==> src/rtl/cmp_map.vh <==
// register offsets, field positions, reset values and encodings of the dual comparator
`ifndef CMP_MAP_VH
`define CMP_MAP_VH

// register offsets (4-bit word address)
`define CMP_ADDR_W 4
`define CMP_OFF_CTRL_A0 4'h0
`define CMP_OFF_CTRL_B0 4'h1
`define CMP_OFF_CTRL_A1 4'h2
`define CMP_OFF_CTRL_B1 4'h3
`define CMP_OFF_SHARED_OUT 4'h4
`define CMP_OFF_FLAG 4'h5
`define CMP_OFF_IRQ_EN 4'h6
`define CMP_OFF_IRQ_CTRL 4'h7
`define CMP_OFF_ANALOG_SEL 4'h8
`define CMP_OFF_PORT_DATA 4'h9
`define CMP_OFF_SHDN_EN 4'hA

// control register a fields
`define CMP_A_ENABLE 7
`define CMP_A_STATUS 6
`define CMP_A_INVERT 4
`define CMP_A_SPEED 2
`define CMP_A_HYS 1
`define CMP_A_SYNC 0

// control register b fields
`define CMP_B_RISE 7
`define CMP_B_FALL 6
`define CMP_B_PCH_HI 5
`define CMP_B_PCH_LO 3
`define CMP_B_NCH_HI 2
`define CMP_B_NCH_LO 0

// irq control fields
`define CMP_IC_GLOBAL 7
`define CMP_IC_PERIPH 6

// reset values
`define CMP_RST_ENABLE 1'b0
`define CMP_RST_SPEED 1'b1
`define CMP_RST_BYTE 8'h00

// positive channel codes
`define CMP_PCH_PIN 3'h0
`define CMP_PCH_DAC 3'h1
`define CMP_PCH_FVR 3'h2
`define CMP_PCH_VSS 3'h3

// negative channel codes
`define CMP_NCH_PIN 3'h0
`define CMP_NCH_FVR 3'h1
`define CMP_NCH_AGND 3'h2

`endif

==> src/rtl/cmp_channel.v <==
// one comparator: input routing, polarity, timer sync, latch and edge detect
`timescale 1ns/100ps
`include "cmp_map.vh"

module cmp_channel (
	// clock and reset
	input wire mclk,
	input wire rst,
	// configuration
	input wire enable,
	input wire invert,
	input wire hys_en,
	input wire sync_en,
	input wire rise_en,
	input wire fall_en,
	input wire [2:0] pos_sel,
	input wire [2:0] neg_sel,
	// analog result and timer edge
	input wire cmp_raw,
	input wire tmr_fall,
	// results
	output wire final_out,
	output reg out_q,
	output wire edge_hit,
	// analog controls
	output wire [3:0] pos_route,
	output wire [2:0] neg_route,
	output wire bias_on,
	output wire hyst_on
);

	reg sync_cap_q;
	wire [3:0] neg_full;
	wire adj;
	wire rise;
	wire fall;

	// one-hot switch decode; disabled comparator opens every switch
	function [3:0] route_dec;
		input en;
		input [2:0] sel;
		input [2:0] c0;
		input [2:0] c1;
		input [2:0] c2;
		input [2:0] c3;
		begin
			route_dec = 4'h0;
			if (en) begin
				route_dec[0] = (sel == c0);
				route_dec[1] = (sel == c1);
				route_dec[2] = (sel == c2);
				route_dec[3] = (sel == c3);
			end
		end
	endfunction

	// input switches, positive and negative
	assign pos_route = route_dec(enable, pos_sel, `CMP_PCH_PIN, `CMP_PCH_DAC,
		`CMP_PCH_FVR, `CMP_PCH_VSS);
	// negative side has three sources; code 7 lands in the dropped fourth slot
	assign neg_full = route_dec(enable, neg_sel, `CMP_NCH_PIN, `CMP_NCH_FVR,
		`CMP_NCH_AGND, 3'h7);
	assign neg_route = neg_full[2:0];

	// analog power and hysteresis only while enabled
	assign bias_on = enable;
	assign hyst_on = enable & hys_en;

	// raw result high when + exceeds -; off comparator reads the invert bit
	assign adj = (enable & cmp_raw) ^ invert;

	// capture on falling edge of gate timer source clock
	always @(posedge mclk) begin
		if (rst) begin
			sync_cap_q <= 1'b0;
		end else if (tmr_fall) begin
			sync_cap_q <= adj;
		end
	end

	// unlatched output for pin, timer gate and shutdown
	assign final_out = sync_en ? sync_cap_q : adj;

	// internal copy latched each instruction cycle
	always @(posedge mclk) begin
		if (rst) begin
			out_q <= 1'b0;
		end else begin
			out_q <= final_out;
		end
	end

	// edge detect against previous cycle value
	assign rise = final_out & ~out_q;
	assign fall = ~final_out & out_q;
	assign edge_hit = (rise & rise_en) | (fall & fall_en);

endmodule

==> src/rtl/dual_cmp.v <==
// dual comparator digital control: registers, flags, routing and shutdown
//
// What this block does
// - two independent comparators with own controls
// - comparator runs only while enabled
// - raw result high when plus exceeds minus
// - invert bit XORs the raw result
// - output readable in control and shared registers
// - internal output latched each cycle, pin not
// - sync bit captures on timer clock fall
// - output offered as gate timer gate source
// - enabled rising or falling edge sets flag
// - software clears flag; new edge wins
// - invert or enable toggles count as edges
// - positive select: pin, DAC, reference, ground
// - negative select: pin, reference, analog ground
// - disabled comparator opens all input switches
// - hysteresis follows its enable bit while the comparator is enabled
// - analog pins read zero on port read
// - active output with shutdown enable suspends generator
// - pending interrupt wakes; sync stops in sleep when the timer runs on system clock
`timescale 1ns/100ps
`include "cmp_map.vh"

module dual_cmp #(
	parameter PORT_W = 8
) (
	// clock and reset
	input wire mclk,
	input wire rst,
	// register port
	input wire [3:0] reg_addr,
	input wire [7:0] reg_wdata,
	input wire reg_wr,
	input wire reg_rd,
	output reg [7:0] reg_rdata,
	// analog comparison results, one per comparator
	input wire [1:0] cmp_raw,
	// gate timer source clock and sleep state
	input wire tmr_src_clk,
	input wire tmr_clk_is_sys,
	input wire sleep,
	// digital port pins
	input wire [PORT_W-1:0] port_pins,
	// comparator outputs
	output wire [1:0] cmp_pin_out,
	output wire [1:0] gate_timer_src,
	// analog switch controls
	output wire [3:0] pos_route0,
	output wire [2:0] neg_route0,
	output wire [3:0] pos_route1,
	output wire [2:0] neg_route1,
	output wire [1:0] bias_on,
	output wire [1:0] hyst_on,
	output wire [1:0] speed_power_select,
	// system events
	output wire waveform_suspend,
	output wire cmp_irq,
	output wire wake
);

	// writable control bits, one bit per comparator; channel selects three bits each
	reg [1:0] enable_q;
	reg [1:0] invert_q;
	reg [1:0] speed_q;
	reg [1:0] hys_q;
	reg [1:0] sync_q;
	reg [1:0] rise_en_q;
	reg [1:0] fall_en_q;
	reg [2:0] pch0_q;
	reg [2:0] pch1_q;
	reg [2:0] nch0_q;
	reg [2:0] nch1_q;
	// interrupt and system registers
	reg [1:0] flag_q;
	reg [1:0] flag_d;
	reg [1:0] irq_en_q;
	reg global_en_q;
	reg periph_en_q;
	reg [PORT_W-1:0] analog_sel_q;
	reg [1:0] shdn_en_q;
	reg [7:0] rdata_d;
	// timer clock edge detect
	reg tmr_prev_q;
	wire tmr_fall;
	// channel results
	wire [1:0] final_out;
	wire [1:0] out_q;
	wire [1:0] edge_hit;
	wire [1:0] pending;

	// pack control register a of one comparator
	function [7:0] pack_a;
		input en;
		input status;
		input inv;
		input sp;
		input hys;
		input syn;
		begin
			pack_a = 8'h00;
			pack_a[`CMP_A_ENABLE] = en;
			pack_a[`CMP_A_STATUS] = status;
			pack_a[`CMP_A_INVERT] = inv;
			pack_a[`CMP_A_SPEED] = sp;
			pack_a[`CMP_A_HYS] = hys;
			pack_a[`CMP_A_SYNC] = syn;
		end
	endfunction

	// pack control register b of one comparator
	function [7:0] pack_b;
		input rise;
		input fall;
		input [2:0] pch;
		input [2:0] nch;
		begin
			pack_b = 8'h00;
			pack_b[`CMP_B_RISE] = rise;
			pack_b[`CMP_B_FALL] = fall;
			pack_b[`CMP_B_PCH_HI:`CMP_B_PCH_LO] = pch;
			pack_b[`CMP_B_NCH_HI:`CMP_B_NCH_LO] = nch;
		end
	endfunction

	// falling edge of timer clock; held off in sleep on system clock
	always @(posedge mclk) begin
		if (rst) begin
			tmr_prev_q <= 1'b0;
		end else begin
			tmr_prev_q <= tmr_src_clk;
		end
	end
	assign tmr_fall = tmr_prev_q & ~tmr_src_clk & ~(sleep & tmr_clk_is_sys);

	// comparator 0
	cmp_channel u_cmp0 (
		.mclk(mclk),
		.rst(rst),
		.enable(enable_q[0]),
		.invert(invert_q[0]),
		.hys_en(hys_q[0]),
		.sync_en(sync_q[0]),
		.rise_en(rise_en_q[0]),
		.fall_en(fall_en_q[0]),
		.pos_sel(pch0_q),
		.neg_sel(nch0_q),
		.cmp_raw(cmp_raw[0]),
		.tmr_fall(tmr_fall),
		.final_out(final_out[0]),
		.out_q(out_q[0]),
		.edge_hit(edge_hit[0]),
		.pos_route(pos_route0),
		.neg_route(neg_route0),
		.bias_on(bias_on[0]),
		.hyst_on(hyst_on[0])
	);

	// comparator 1, fully independent of comparator 0
	cmp_channel u_cmp1 (
		.mclk(mclk),
		.rst(rst),
		.enable(enable_q[1]),
		.invert(invert_q[1]),
		.hys_en(hys_q[1]),
		.sync_en(sync_q[1]),
		.rise_en(rise_en_q[1]),
		.fall_en(fall_en_q[1]),
		.pos_sel(pch1_q),
		.neg_sel(nch1_q),
		.cmp_raw(cmp_raw[1]),
		.tmr_fall(tmr_fall),
		.final_out(final_out[1]),
		.out_q(out_q[1]),
		.edge_hit(edge_hit[1]),
		.pos_route(pos_route1),
		.neg_route(neg_route1),
		.bias_on(bias_on[1]),
		.hyst_on(hyst_on[1])
	);

	// pin output and timer gate take the unlatched output
	assign cmp_pin_out = final_out;
	assign gate_timer_src = final_out;
	assign speed_power_select = speed_q;

	// immediate generator shutdown from active output
	assign waveform_suspend = |(final_out & shdn_en_q);

	// interrupt request and wake from pending enabled flags
	assign pending = flag_q & irq_en_q;
	assign cmp_irq = global_en_q & periph_en_q & (|pending);
	assign wake = sleep & (|pending);

	// flag next value: a hardware edge beats a clearing write
	always @* begin
		flag_d = flag_q;
		if (reg_wr && reg_addr == `CMP_OFF_FLAG) begin
			flag_d = reg_wdata[1:0];
		end
		flag_d = flag_d | edge_hit;
	end

	// flag register
	always @(posedge mclk) begin
		if (rst) begin
			flag_q <= 2'b00;
		end else begin
			flag_q <= flag_d;
		end
	end

	// control register a writes
	always @(posedge mclk) begin
		if (rst) begin
			enable_q <= {2{`CMP_RST_ENABLE}};
			invert_q <= 2'b00;
			speed_q <= {2{`CMP_RST_SPEED}};
			hys_q <= 2'b00;
			sync_q <= 2'b00;
		end else if (reg_wr && reg_addr == `CMP_OFF_CTRL_A0) begin
			enable_q[0] <= reg_wdata[`CMP_A_ENABLE];
			invert_q[0] <= reg_wdata[`CMP_A_INVERT];
			speed_q[0] <= reg_wdata[`CMP_A_SPEED];
			hys_q[0] <= reg_wdata[`CMP_A_HYS];
			sync_q[0] <= reg_wdata[`CMP_A_SYNC];
		end else if (reg_wr && reg_addr == `CMP_OFF_CTRL_A1) begin
			enable_q[1] <= reg_wdata[`CMP_A_ENABLE];
			invert_q[1] <= reg_wdata[`CMP_A_INVERT];
			speed_q[1] <= reg_wdata[`CMP_A_SPEED];
			hys_q[1] <= reg_wdata[`CMP_A_HYS];
			sync_q[1] <= reg_wdata[`CMP_A_SYNC];
		end
	end

	// control register b writes
	always @(posedge mclk) begin
		if (rst) begin
			rise_en_q <= 2'b00;
			fall_en_q <= 2'b00;
			pch0_q <= 3'h0;
			pch1_q <= 3'h0;
			nch0_q <= 3'h0;
			nch1_q <= 3'h0;
		end else if (reg_wr && reg_addr == `CMP_OFF_CTRL_B0) begin
			rise_en_q[0] <= reg_wdata[`CMP_B_RISE];
			fall_en_q[0] <= reg_wdata[`CMP_B_FALL];
			pch0_q <= reg_wdata[`CMP_B_PCH_HI:`CMP_B_PCH_LO];
			nch0_q <= reg_wdata[`CMP_B_NCH_HI:`CMP_B_NCH_LO];
		end else if (reg_wr && reg_addr == `CMP_OFF_CTRL_B1) begin
			rise_en_q[1] <= reg_wdata[`CMP_B_RISE];
			fall_en_q[1] <= reg_wdata[`CMP_B_FALL];
			pch1_q <= reg_wdata[`CMP_B_PCH_HI:`CMP_B_PCH_LO];
			nch1_q <= reg_wdata[`CMP_B_NCH_HI:`CMP_B_NCH_LO];
		end
	end

	// interrupt enables, analog select and shutdown enables
	always @(posedge mclk) begin
		if (rst) begin
			irq_en_q <= 2'b00;
			global_en_q <= 1'b0;
			periph_en_q <= 1'b0;
			analog_sel_q <= {PORT_W{1'b0}};
			shdn_en_q <= 2'b00;
		end else if (reg_wr) begin
			case (reg_addr)
				`CMP_OFF_IRQ_EN: begin
					irq_en_q <= reg_wdata[1:0];
				end
				`CMP_OFF_IRQ_CTRL: begin
					global_en_q <= reg_wdata[`CMP_IC_GLOBAL];
					periph_en_q <= reg_wdata[`CMP_IC_PERIPH];
				end
				`CMP_OFF_ANALOG_SEL: begin
					analog_sel_q <= reg_wdata[PORT_W-1:0];
				end
				`CMP_OFF_SHDN_EN: begin
					shdn_en_q <= reg_wdata[1:0];
				end
				default: begin
					irq_en_q <= irq_en_q;
				end
			endcase
		end
	end

	// read mux; unmapped addresses read zero
	always @* begin
		rdata_d = `CMP_RST_BYTE;
		case (reg_addr)
			`CMP_OFF_CTRL_A0: begin
				rdata_d = pack_a(enable_q[0], out_q[0], invert_q[0], speed_q[0],
					hys_q[0], sync_q[0]);
			end
			`CMP_OFF_CTRL_B0: begin
				rdata_d = pack_b(rise_en_q[0], fall_en_q[0], pch0_q, nch0_q);
			end
			`CMP_OFF_CTRL_A1: begin
				rdata_d = pack_a(enable_q[1], out_q[1], invert_q[1], speed_q[1],
					hys_q[1], sync_q[1]);
			end
			`CMP_OFF_CTRL_B1: begin
				rdata_d = pack_b(rise_en_q[1], fall_en_q[1], pch1_q, nch1_q);
			end
			`CMP_OFF_SHARED_OUT: begin
				rdata_d[1:0] = out_q;
			end
			`CMP_OFF_FLAG: begin
				rdata_d[1:0] = flag_q;
			end
			`CMP_OFF_IRQ_EN: begin
				rdata_d[1:0] = irq_en_q;
			end
			`CMP_OFF_IRQ_CTRL: begin
				rdata_d[`CMP_IC_GLOBAL] = global_en_q;
				rdata_d[`CMP_IC_PERIPH] = periph_en_q;
			end
			`CMP_OFF_ANALOG_SEL: begin
				rdata_d[PORT_W-1:0] = analog_sel_q;
			end
			`CMP_OFF_PORT_DATA: begin
				rdata_d[PORT_W-1:0] = port_pins & ~analog_sel_q;
			end
			`CMP_OFF_SHDN_EN: begin
				rdata_d[1:0] = shdn_en_q;
			end
			default: begin
				rdata_d = `CMP_RST_BYTE;
			end
		endcase
	end

	// read data valid only in the cycle after the strobe
	always @(posedge mclk) begin
		if (rst) begin
			reg_rdata <= `CMP_RST_BYTE;
		end else if (reg_rd) begin
			reg_rdata <= rdata_d;
		end else begin
			reg_rdata <= `CMP_RST_BYTE;
		end
	end

endmodule

==> config.mk <==
export PLATFORM = sky130hd
export DESIGN_NAME = dual_cmp
export DESIGN_NICKNAME = d
export VERILOG_FILES = /design/src/rtl/cmp_channel.v /design/src/rtl/dual_cmp.v
export VERILOG_INCLUDE_DIRS = /design/src /design/src/rtl
export SDC_FILE = /design/constraint.sdc
export NUM_CORES = 1
export LEC_CHECK = 0
export BUFFER_PORTS_ARGS = -buffer_cell sky130_fd_sc_hd__buf_4
export CORE_ASPECT_RATIO = 0.9
export CORE_MARGIN = 2
export CORE_UTILIZATION = 58
export CTS_CLUSTER_DIAMETER = 120
export DETAILED_ROUTE_END_ITERATION = 8
export GPL_TIMING_DRIVEN = 0
export HOLD_SLACK_MARGIN = 0.12
export PLACE_DENSITY = 0.84
export SYNTH_ARGS = -nofsm -noshare
export SYNTH_HDL_FRONTEND = slang
export SYNTH_SLANG_ARGS = --single-unit
==> constraint.sdc <==
create_clock -name mclk -period 4.2 [get_ports mclk]
set_input_delay 0.42 -clock mclk [delete_from_list [all_inputs] [get_ports mclk]]
set_output_delay 0.42 -clock mclk [all_outputs]
set_load 0.01 [all_outputs]
==> impl_results.md, run 1 <==
* Outcome: completed
* Clock latency on the worst-skew pair at 320 ps
* Buf/Inv on CP at 2
* Async SR Flop Fraction at 0%
* Post-Synthesis Mean Instance Area at 8.57 µm²
* Die Footprint at 5610 µm²
* Number of post-CTS setup repair buffers at 0
* Data arrival time of the critical path at 1840 ps
* Post-synthesis to final-layout area growth at 22.4%
* Cell with the largest stage delay on the worst path: sky130_fd_sc_hd__a221o_1
* Timing endpoint of the critical path: waveform_suspend
* Max-slew headroom at 47.3%
* Detailed Routing Iterations Pass 1 at 5
* GRT Util Overall at 31.8%
* Root buf cell: sky130_fd_sc_hd__clkbuf_8
* DR DRC count at 0
* CP top delay family: compound AO/OA/AOI/OAI gates
* P_sw at 0.267 mW
* Cell-by-cell trace of the critical path: buf_2, nand2_1, a221o_1, a22o_1, buf_4
* Violation count after the first detailed-routing iteration at 367
* Netlist Area Pre-Place at 2920 µm²
* Classification of the worst-slack hold path: input port to flop
* Final Hold Fails at 0
* Number of diodes added for antenna fixing at 0
* Initial Util at 60.3%
* Top-level port count at 64
* Count of final max-slew check failures at 0
* Worst setup skew after layout at 8.63 ps
* Synth Net Count at 369
* TritonCTS clock tree: yes
* Global-route wire length before repair at 13.7 mm
* Count of maximum capacitance violations at 0
* Capture point of the worst reg-to-reg path: flag_q[0]
* Slew @ Worst Pin at 789 ps
* Internal reg-to-reg setup slack at 2660 ps
* Net switching share of the total power at 25.5%
* Final-layout setup total negative slack at 0 ps
* Combined area of the multi-input logic cells at 1600 µm²
* Commonest register cell after synthesis: sky130_fd_sc_hd__dfxtp_1
* Most common library cell in the layout ignoring fill and taps: sky130_fd_sc_hd__buf_4
* Static power due to leakage at 1.41 nW
* Count of antenna-violating nets left after detailed routing at 0
* Most frequent cells in the layout: sky130_fd_sc_hd__buf_4 (71), sky130_fd_sc_hd__dfxtp_1 (55), sky130_fd_sc_hd__nand2_1 (46), sky130_fd_sc_hd__a21oi_1 (31), sky130_fd_sc_hd__nand3_1 (26)
* Design internal power at 0.777 mW
* Area of the core region at 4830 µm²
* Largest net degree at the start of global routing at 18
* Floorplan die width at 78.7 µm
* Largest stage delay on the critical path at 390 ps
* Nature of the critical path startpoint: flop
* Data required, critical path at 3780 ps
* Startpoint of the worst register-to-register path: enable_q[0]
* Avg WL per Cell at 18.4 µm
* TritonCTS sink count at 55
* Non-filler cells in the finished layout at 473
* Via count of the first global-routing pass at 2721
* Cell total after placement at 465
* Utilization after layout at 73.8%
* Top achievable clock speed at 443 MHz
* Share of the yosys chip area belonging to registers at 37.8%
* Total grt overflow at 0
* CTS buffer count at 5
* Number of cells produced by synthesis at 340
* Unrepaired setup endpoints after global routing: false
* Critical path endpoint category: output port
* Via/cell ratio at 6.15
* Flip-flop and latch count after synthesis at 55
* Number of levels in the clock H-tree at 2
* Power per cell area at 293 nW/µm²
* Sequential power share at 51.3%
* Proportion of power drawn by combinational gates at 11.8%
* Number of enable-type register cells in the synthesized netlist at 0
* Logic depth of the worst setup path including buffers at 5
* Critical Path Source: enable_q[0]
* IO buf count at 60
* Detailed placer's ending HPWL at 6.40 mm
* Minimum clock period after layout at 2260 ps
* FILL cells at 384
* Antenna violations before repair at 0
* Post-detailed-routing wire length at 8.70 mm
* Detailed-route via count at 2908
* Fraction of layout instances using a drive strength above 1 at 24.8%
* CTS Hold Bufs at 0
* Storage cell area at 1100 µm²
* Cts repair resizes at 0
* Crit Path Max Fanout at 10
* Portion of total power attributed to the clock network at 36.8%
* Count of nets after finishing at 436
* Synth warnings at 0
* Final estimated routing congestion in global placement at 0.915
* Final cycle utilization of the critical path at 53.7%
* Source of the worst hold timing path: tmr_src_clk
* Die boundary height at 71.3 µm
* Unique cell type count in the Yosys netlist at 51
* Tightest hold margin at 321 ps
* Crit Path Class: flop to output port
* Clock transition time at the flip-flop clock pins of the worst setup and hold paths at 100 ps
* Max IR drop VDD at 179 µV
* Count of final setup violators at 0
* CTS max path bufs at 2
* Row count at 24
* Worst R2R Path Depth at 5
## metal layers
layer | GRT usage, % | vias up | share of wire [%] | wire length, µm
li1 | - | 1351 | - | -
met1 | 43.1 | 1348 | 41 | 3600
met2 | 51.9 | 185 | 46 | 4020
met3 | 5.67 | 24 | 10 | 882
met4 | 10.3 | 0 | 2.2 | 195
met5 | 0 | - | 0 | 0
## synthesized netlist by cell type (2+ instances only)
library cell               instances  area share [%]
sky130_fd_sc_hd__and4b_1           3             1.0
sky130_fd_sc_hd__nand3_1          26             4.5
sky130_fd_sc_hd__mux4_2            2             1.5
sky130_fd_sc_hd__buf_4            11             2.8
sky130_fd_sc_hd__buf_6             4             1.5
sky130_fd_sc_hd__xor2_1            2            0.60
sky130_fd_sc_hd__a221o_1           2            0.69
sky130_fd_sc_hd__nor4b_1           5             1.5
sky130_fd_sc_hd__nand2_1          46             5.9
sky130_fd_sc_hd__mux2_2            2            0.77
sky130_fd_sc_hd__inv_1             5            0.64
sky130_fd_sc_hd__a221oi_1          2            0.60
sky130_fd_sc_hd__nor3b_1           5             1.3
sky130_fd_sc_hd__a21oi_1          31             5.3
sky130_fd_sc_hd__nor2b_1          13             2.8
sky130_fd_sc_hd__and3_1            2            0.43
sky130_fd_sc_hd__mux2i_1          18             6.2
sky130_fd_sc_hd__nand2b_1          4            0.86
sky130_fd_sc_hd__nand3b_1         10             2.6
sky130_fd_sc_hd__o21ai_0           7             1.2
sky130_fd_sc_hd__and2_1            3            0.64
sky130_fd_sc_hd__clkbuf_1         10             1.3
sky130_fd_sc_hd__buf_2             6             1.0
sky130_fd_sc_hd__nor3_1            2            0.34
sky130_fd_sc_hd__a31oi_1           4            0.86
sky130_fd_sc_hd__a22o_1            3            0.90
sky130_fd_sc_hd__dfxtp_1          55              38
sky130_fd_sc_hd__nor4bb_1          5             1.7
sky130_fd_sc_hd__a311oi_1          2            0.60
sky130_fd_sc_hd__nor2_1           21             2.7
sky130_fd_sc_hd__a32oi_1           4             1.2
sky130_fd_sc_hd__o32ai_1           2            0.60
sky130_fd_sc_hd__a211oi_1          5             1.3
## final cells by class
cell class / instances / area share, %
inverter: 5 / 0.526
clock inverter: 2 / 1.09
buffer: 31 / 5.47
clock buffer: 6 / 2.31
sequential: 55 / 30.9
timing repair buffer: 60 / 12.6
tap: 65 / 2.28
multi-input combinational: 249 / 44.8
## registers in the layout, indices dropped and copies added, names as in the netlist, 2 cells and up
signal	cells
hys_q	2
sync_q	2
pch1_q	3
flag_q	2
shdn_en_q	2
reg_rdata	8
irq_en_q	2
fall_en_q	2
analog_sel_q	8
speed_power_select	2
enable_q	2
pch0_q	3
rise_en_q	2
invert_q	2
nch1_q	3
nch0_q	3
## cells by family after synthesis
| family | Yosys count | synth area share (%) |
|---|---|---|
| XOR/XNOR | 2 | 0.601 |
| AND/OR/NAND/NOR | 155 | 29.8 |
| buffers and inverters | 36 | 7.34 |
| AO/OA/AOI/OAI | 69 | 15.5 |
| multiplexers | 23 | 9.01 |
| flip-flops | 55 | 37.8 |
## worst min-delay path by stage
stage | to | slack [ps] | depth (start not counted)
after global routing | tmr_prev_q | 330 | 2
after global placement | analog_sel_q[1] | 450 | 2
after CTS | tmr_prev_q | 330 | 2
after floorplan | analog_sel_q[1] | 440 | 2
after detailed placement | analog_sel_q[4] | 460 | 2
final | tmr_prev_q | 320 | 2
## stage by stage
stage          worst slack [ps]  instance area (µm²)  total power [mW]
3_3_place_gp               2340                 3450             0.666
3_5_place_dp               2320                 3450             0.667
5_1_grt                    1870                 3570              1.07
6_report                   1940                 3570              1.04
2_1_floorplan              2600                 2920             0.617
4_1_cts                    1960                 3570              1.04
## power by group through the flow
stage	Clock [mW]	Combinational, mW	Sequential (mW)
finish	0.384	0.123	0.536
global placement	0	0.118	0.548
CTS	0.380	0.121	0.536
detailed placement	0	0.120	0.548
floorplan	0	0.0708	0.546
global route	0.398	0.131	0.537
Power figures use the tool's default switching activity.
==> run 2: changes to the inputs <==
--- a/config.mk
+++ b/config.mk
@@ -9,12 +9,12 @@
 export BUFFER_PORTS_ARGS = -buffer_cell sky130_fd_sc_hd__buf_4
 export CORE_ASPECT_RATIO = 0.9
 export CORE_MARGIN = 2
-export CORE_UTILIZATION = 58
+export CORE_UTILIZATION = 49
 export CTS_CLUSTER_DIAMETER = 120
 export DETAILED_ROUTE_END_ITERATION = 8
 export GPL_TIMING_DRIVEN = 0
 export HOLD_SLACK_MARGIN = 0.12
-export PLACE_DENSITY = 0.84
+export PLACE_DENSITY = 0.76
 export SYNTH_ARGS = -nofsm -noshare
 export SYNTH_HDL_FRONTEND = slang
 export SYNTH_SLANG_ARGS = --single-unit
==> constraint.sdc (replaced) <==
create_clock -name mclk -period 1.8 [get_ports mclk]
set_input_delay 0.18 -clock mclk [delete_from_list [all_inputs] [get_ports mclk]]
set_output_delay 0.18 -clock mclk [all_outputs]
set_load 0.01 [all_outputs]
==> impl_results.md, run 2 (synthesis gave the netlist of run 1 again) <==
* Outcome: completed
* TritonCTS clock tree: yes
* Crit Path Max Fanout at 6
* Largest registers in the final layout: analog_sel_q x8, reg_rdata x8
* Most common library cell in the layout ignoring fill and taps: sky130_fd_sc_hd__buf_4
* Top achievable clock speed at 556 MHz
* Tightest hold margin at 132 ps
* Minimum clock period after layout at 1800 ps
* P_sw at 0.604 mW
* IO buf count at 60
* Unrepaired setup endpoints after global routing: true
* CTS buffer count at 5
* Sequential power share at 54.7%
* Final Hold Fails at 0
* Clock transition time at the flip-flop clock pins of the worst setup and hold paths at 100 ps
* Capture point of the worst reg-to-reg path: flag_q[0]
* Count of antenna-violating nets left after detailed routing at 0
* Global-route wire length before repair at 13.7 mm
* Post-route setup slack at 0.598 ps
* Final cycle utilization of the critical path at 100%
* Static power due to leakage at 1.47 nW
* Portion of total power attributed to the clock network at 32.2%
* TritonCTS sink count at 55
* Count of final max-slew check failures at 0
* Floorplan die width at 85.3 µm
* Cell area after layout at 3680 µm²
* Detailed placer's ending HPWL at 6.40 mm
* Most congested layer reported by global routing: met2
* Power per cell area at 619 nW/µm²
* Detailed Routing Iterations Pass 1 at 5
* Area of the core region at 5730 µm²
* FILL cells at 482
* Die Footprint at 6580 µm²
* Worst setup skew after layout at 6.62 ps
* GRT met3 Usage at 4.20%
* Via count of the first global-routing pass at 2679
* Largest net degree at the start of global routing at 17
* Count of nets after finishing at 448
* Internal reg-to-reg setup slack at 280 ps
* Fraction of layout instances using a drive strength above 1 at 27.9%
* CTS max path bufs at 2
* Final Total Pwr at 2.28 mW
* Proportion of power drawn by combinational gates at 13.1%
* Worst R2R Path Depth at 7
* Net switching share of the total power at 26.5%
* GRT Util Overall at 26.5%
* Area after DPL at 3450 µm²
* Timing endpoint of the critical path: waveform_suspend
* Most frequent cells in the layout: sky130_fd_sc_hd__buf_4 (77), sky130_fd_sc_hd__dfxtp_1 (49), sky130_fd_sc_hd__nand2_1 (46), sky130_fd_sc_hd__a21oi_1 (31), sky130_fd_sc_hd__nand3_1 (26)
* Clock latency on the worst-skew pair at 320 ps
* Nature of the critical path startpoint: flop
* Data arrival time of the critical path at 1620 ps
* Count of final setup violators at 0
* Post-Place Setup Slack at 152 ps
* Violation count after the first detailed-routing iteration at 229
* Via/cell ratio at 6.04
* CP top delay family: compound AO/OA/AOI/OAI gates
* Utilization after layout at 64.3%
* Avg WL per Cell at 18.1 µm
* Total grt overflow at 0
* Max-slew headroom at 57.1%
* Cell with the largest stage delay on the worst path: sky130_fd_sc_hd__dfxtp_4
* Number of levels in the clock H-tree at 2
* Crit Path Class: flop to output port
* Post-detailed-routing wire length at 8.88 mm
* Initial Util at 50.9%
* Final estimated routing congestion in global placement at 0.936
* Slew @ Worst Pin at 642 ps
* Detailed-route via count at 2959
* Buf/Inv on CP at 1
* Top-level port count at 64
* Data required, critical path at 1620 ps
* Max IR drop VDD at 277 µV
* M1 GR Usage at 36.9%
* Critical path endpoint category: output port
* Die boundary height at 77.2 µm
* GR Layer Usage met2 at 42.0%
* Count of maximum capacitance violations at 0
* Post-synthesis to final-layout area growth at 26.3%
* Cell-by-cell trace of the critical path: and4bb_1, a221o_1, a22o_1, buf_6
* Antenna violations before repair at 0
* Design internal power at 1.68 mW
* Logic depth of the worst setup path including buffers at 4
* Number of diodes added for antenna fixing at 0
* Classification of the worst-slack hold path: input port to flop
* Largest stage delay on the critical path at 370 ps
* DR DRC count at 0
* Root buf cell: sky130_fd_sc_hd__clkbuf_8
* Startpoint of the worst register-to-register path: enable_q[0]
* Row count at 26
* Critical Path Source: invert_q[1]
-- run 2: what timing repair did --
action / 4_1_cts / 5_1_grt
setup endpoints to repair: 5 / 3
resized for setup: 7 / 9
setup buffers: 3 / 8
pin swaps: 1 / 2
hold buffers: 1 / 0
hold endpoints to repair: 1 / 0
-- run 2: through the flow --
step / cells / TNS, ps
floorplan: 340 / 0
global placement: 470 / 0
detailed placement: 470 / 0
CTS: 482 / 0
global route: 490 / -35.5
finish: 490 / 0
-- run 2: power by group through the flow --
stage | sequential [mW] | combinational, mW | clock, mW
floorplan | 1.27 | 0.165 | 0
global placement | 1.28 | 0.279 | 0
detailed placement | 1.28 | 0.281 | 0
CTS | 1.25 | 0.287 | 0.735
global route | 1.25 | 0.319 | 0.779
finish | 1.25 | 0.299 | 0.734
-- run 2: layout make-up --
type / count / area [µm²] / share of cell area (%)
plain buffers: 31 / 201 / 5.47
clock buffers: 7 / 86.3 / 2.35
clock inverters: 1 / 8.76 / 0.238
inverters: 5 / 18.8 / 0.510
multi-input cells: 249 / 1600 / 43.5
flip-flops and latches: 55 / 1120 / 30.3
well taps: 70 / 87.6 / 2.38
repair buffers: 72 / 562 / 15.3
-- run 2: worst min-delay path by stage --
stage                       startpoint           to  slack, ps  depth (start not counted)
after floorplan            tmr_src_clk   tmr_prev_q        310                          1
after global routing      reg_wdata[6]  periph_en_q        150                          3
after global placement     tmr_src_clk   tmr_prev_q        400                          2
after detailed placement   tmr_src_clk   tmr_prev_q        410                          2
after CTS                 reg_wdata[3]    pch1_q[0]        120                          3
final                     reg_wdata[3]    pch1_q[0]        130                          3
-- run 2: tightest hold or removal path: stages --
cell and delay, ps:
sky130_fd_sc_hd__buf_4 100, sky130_fd_sc_hd__mux2i_1 60, sky130_fd_sc_hd__nor2_1 70
-- run 2: layer usage --
layer | part of all wire (%) | vias up
met1 | 43 | 1407
met2 | 45 | 156
met5 | 0 | -
li1 | - | 1373
met4 | 2.7 | 0
met3 | 8.6 | 23
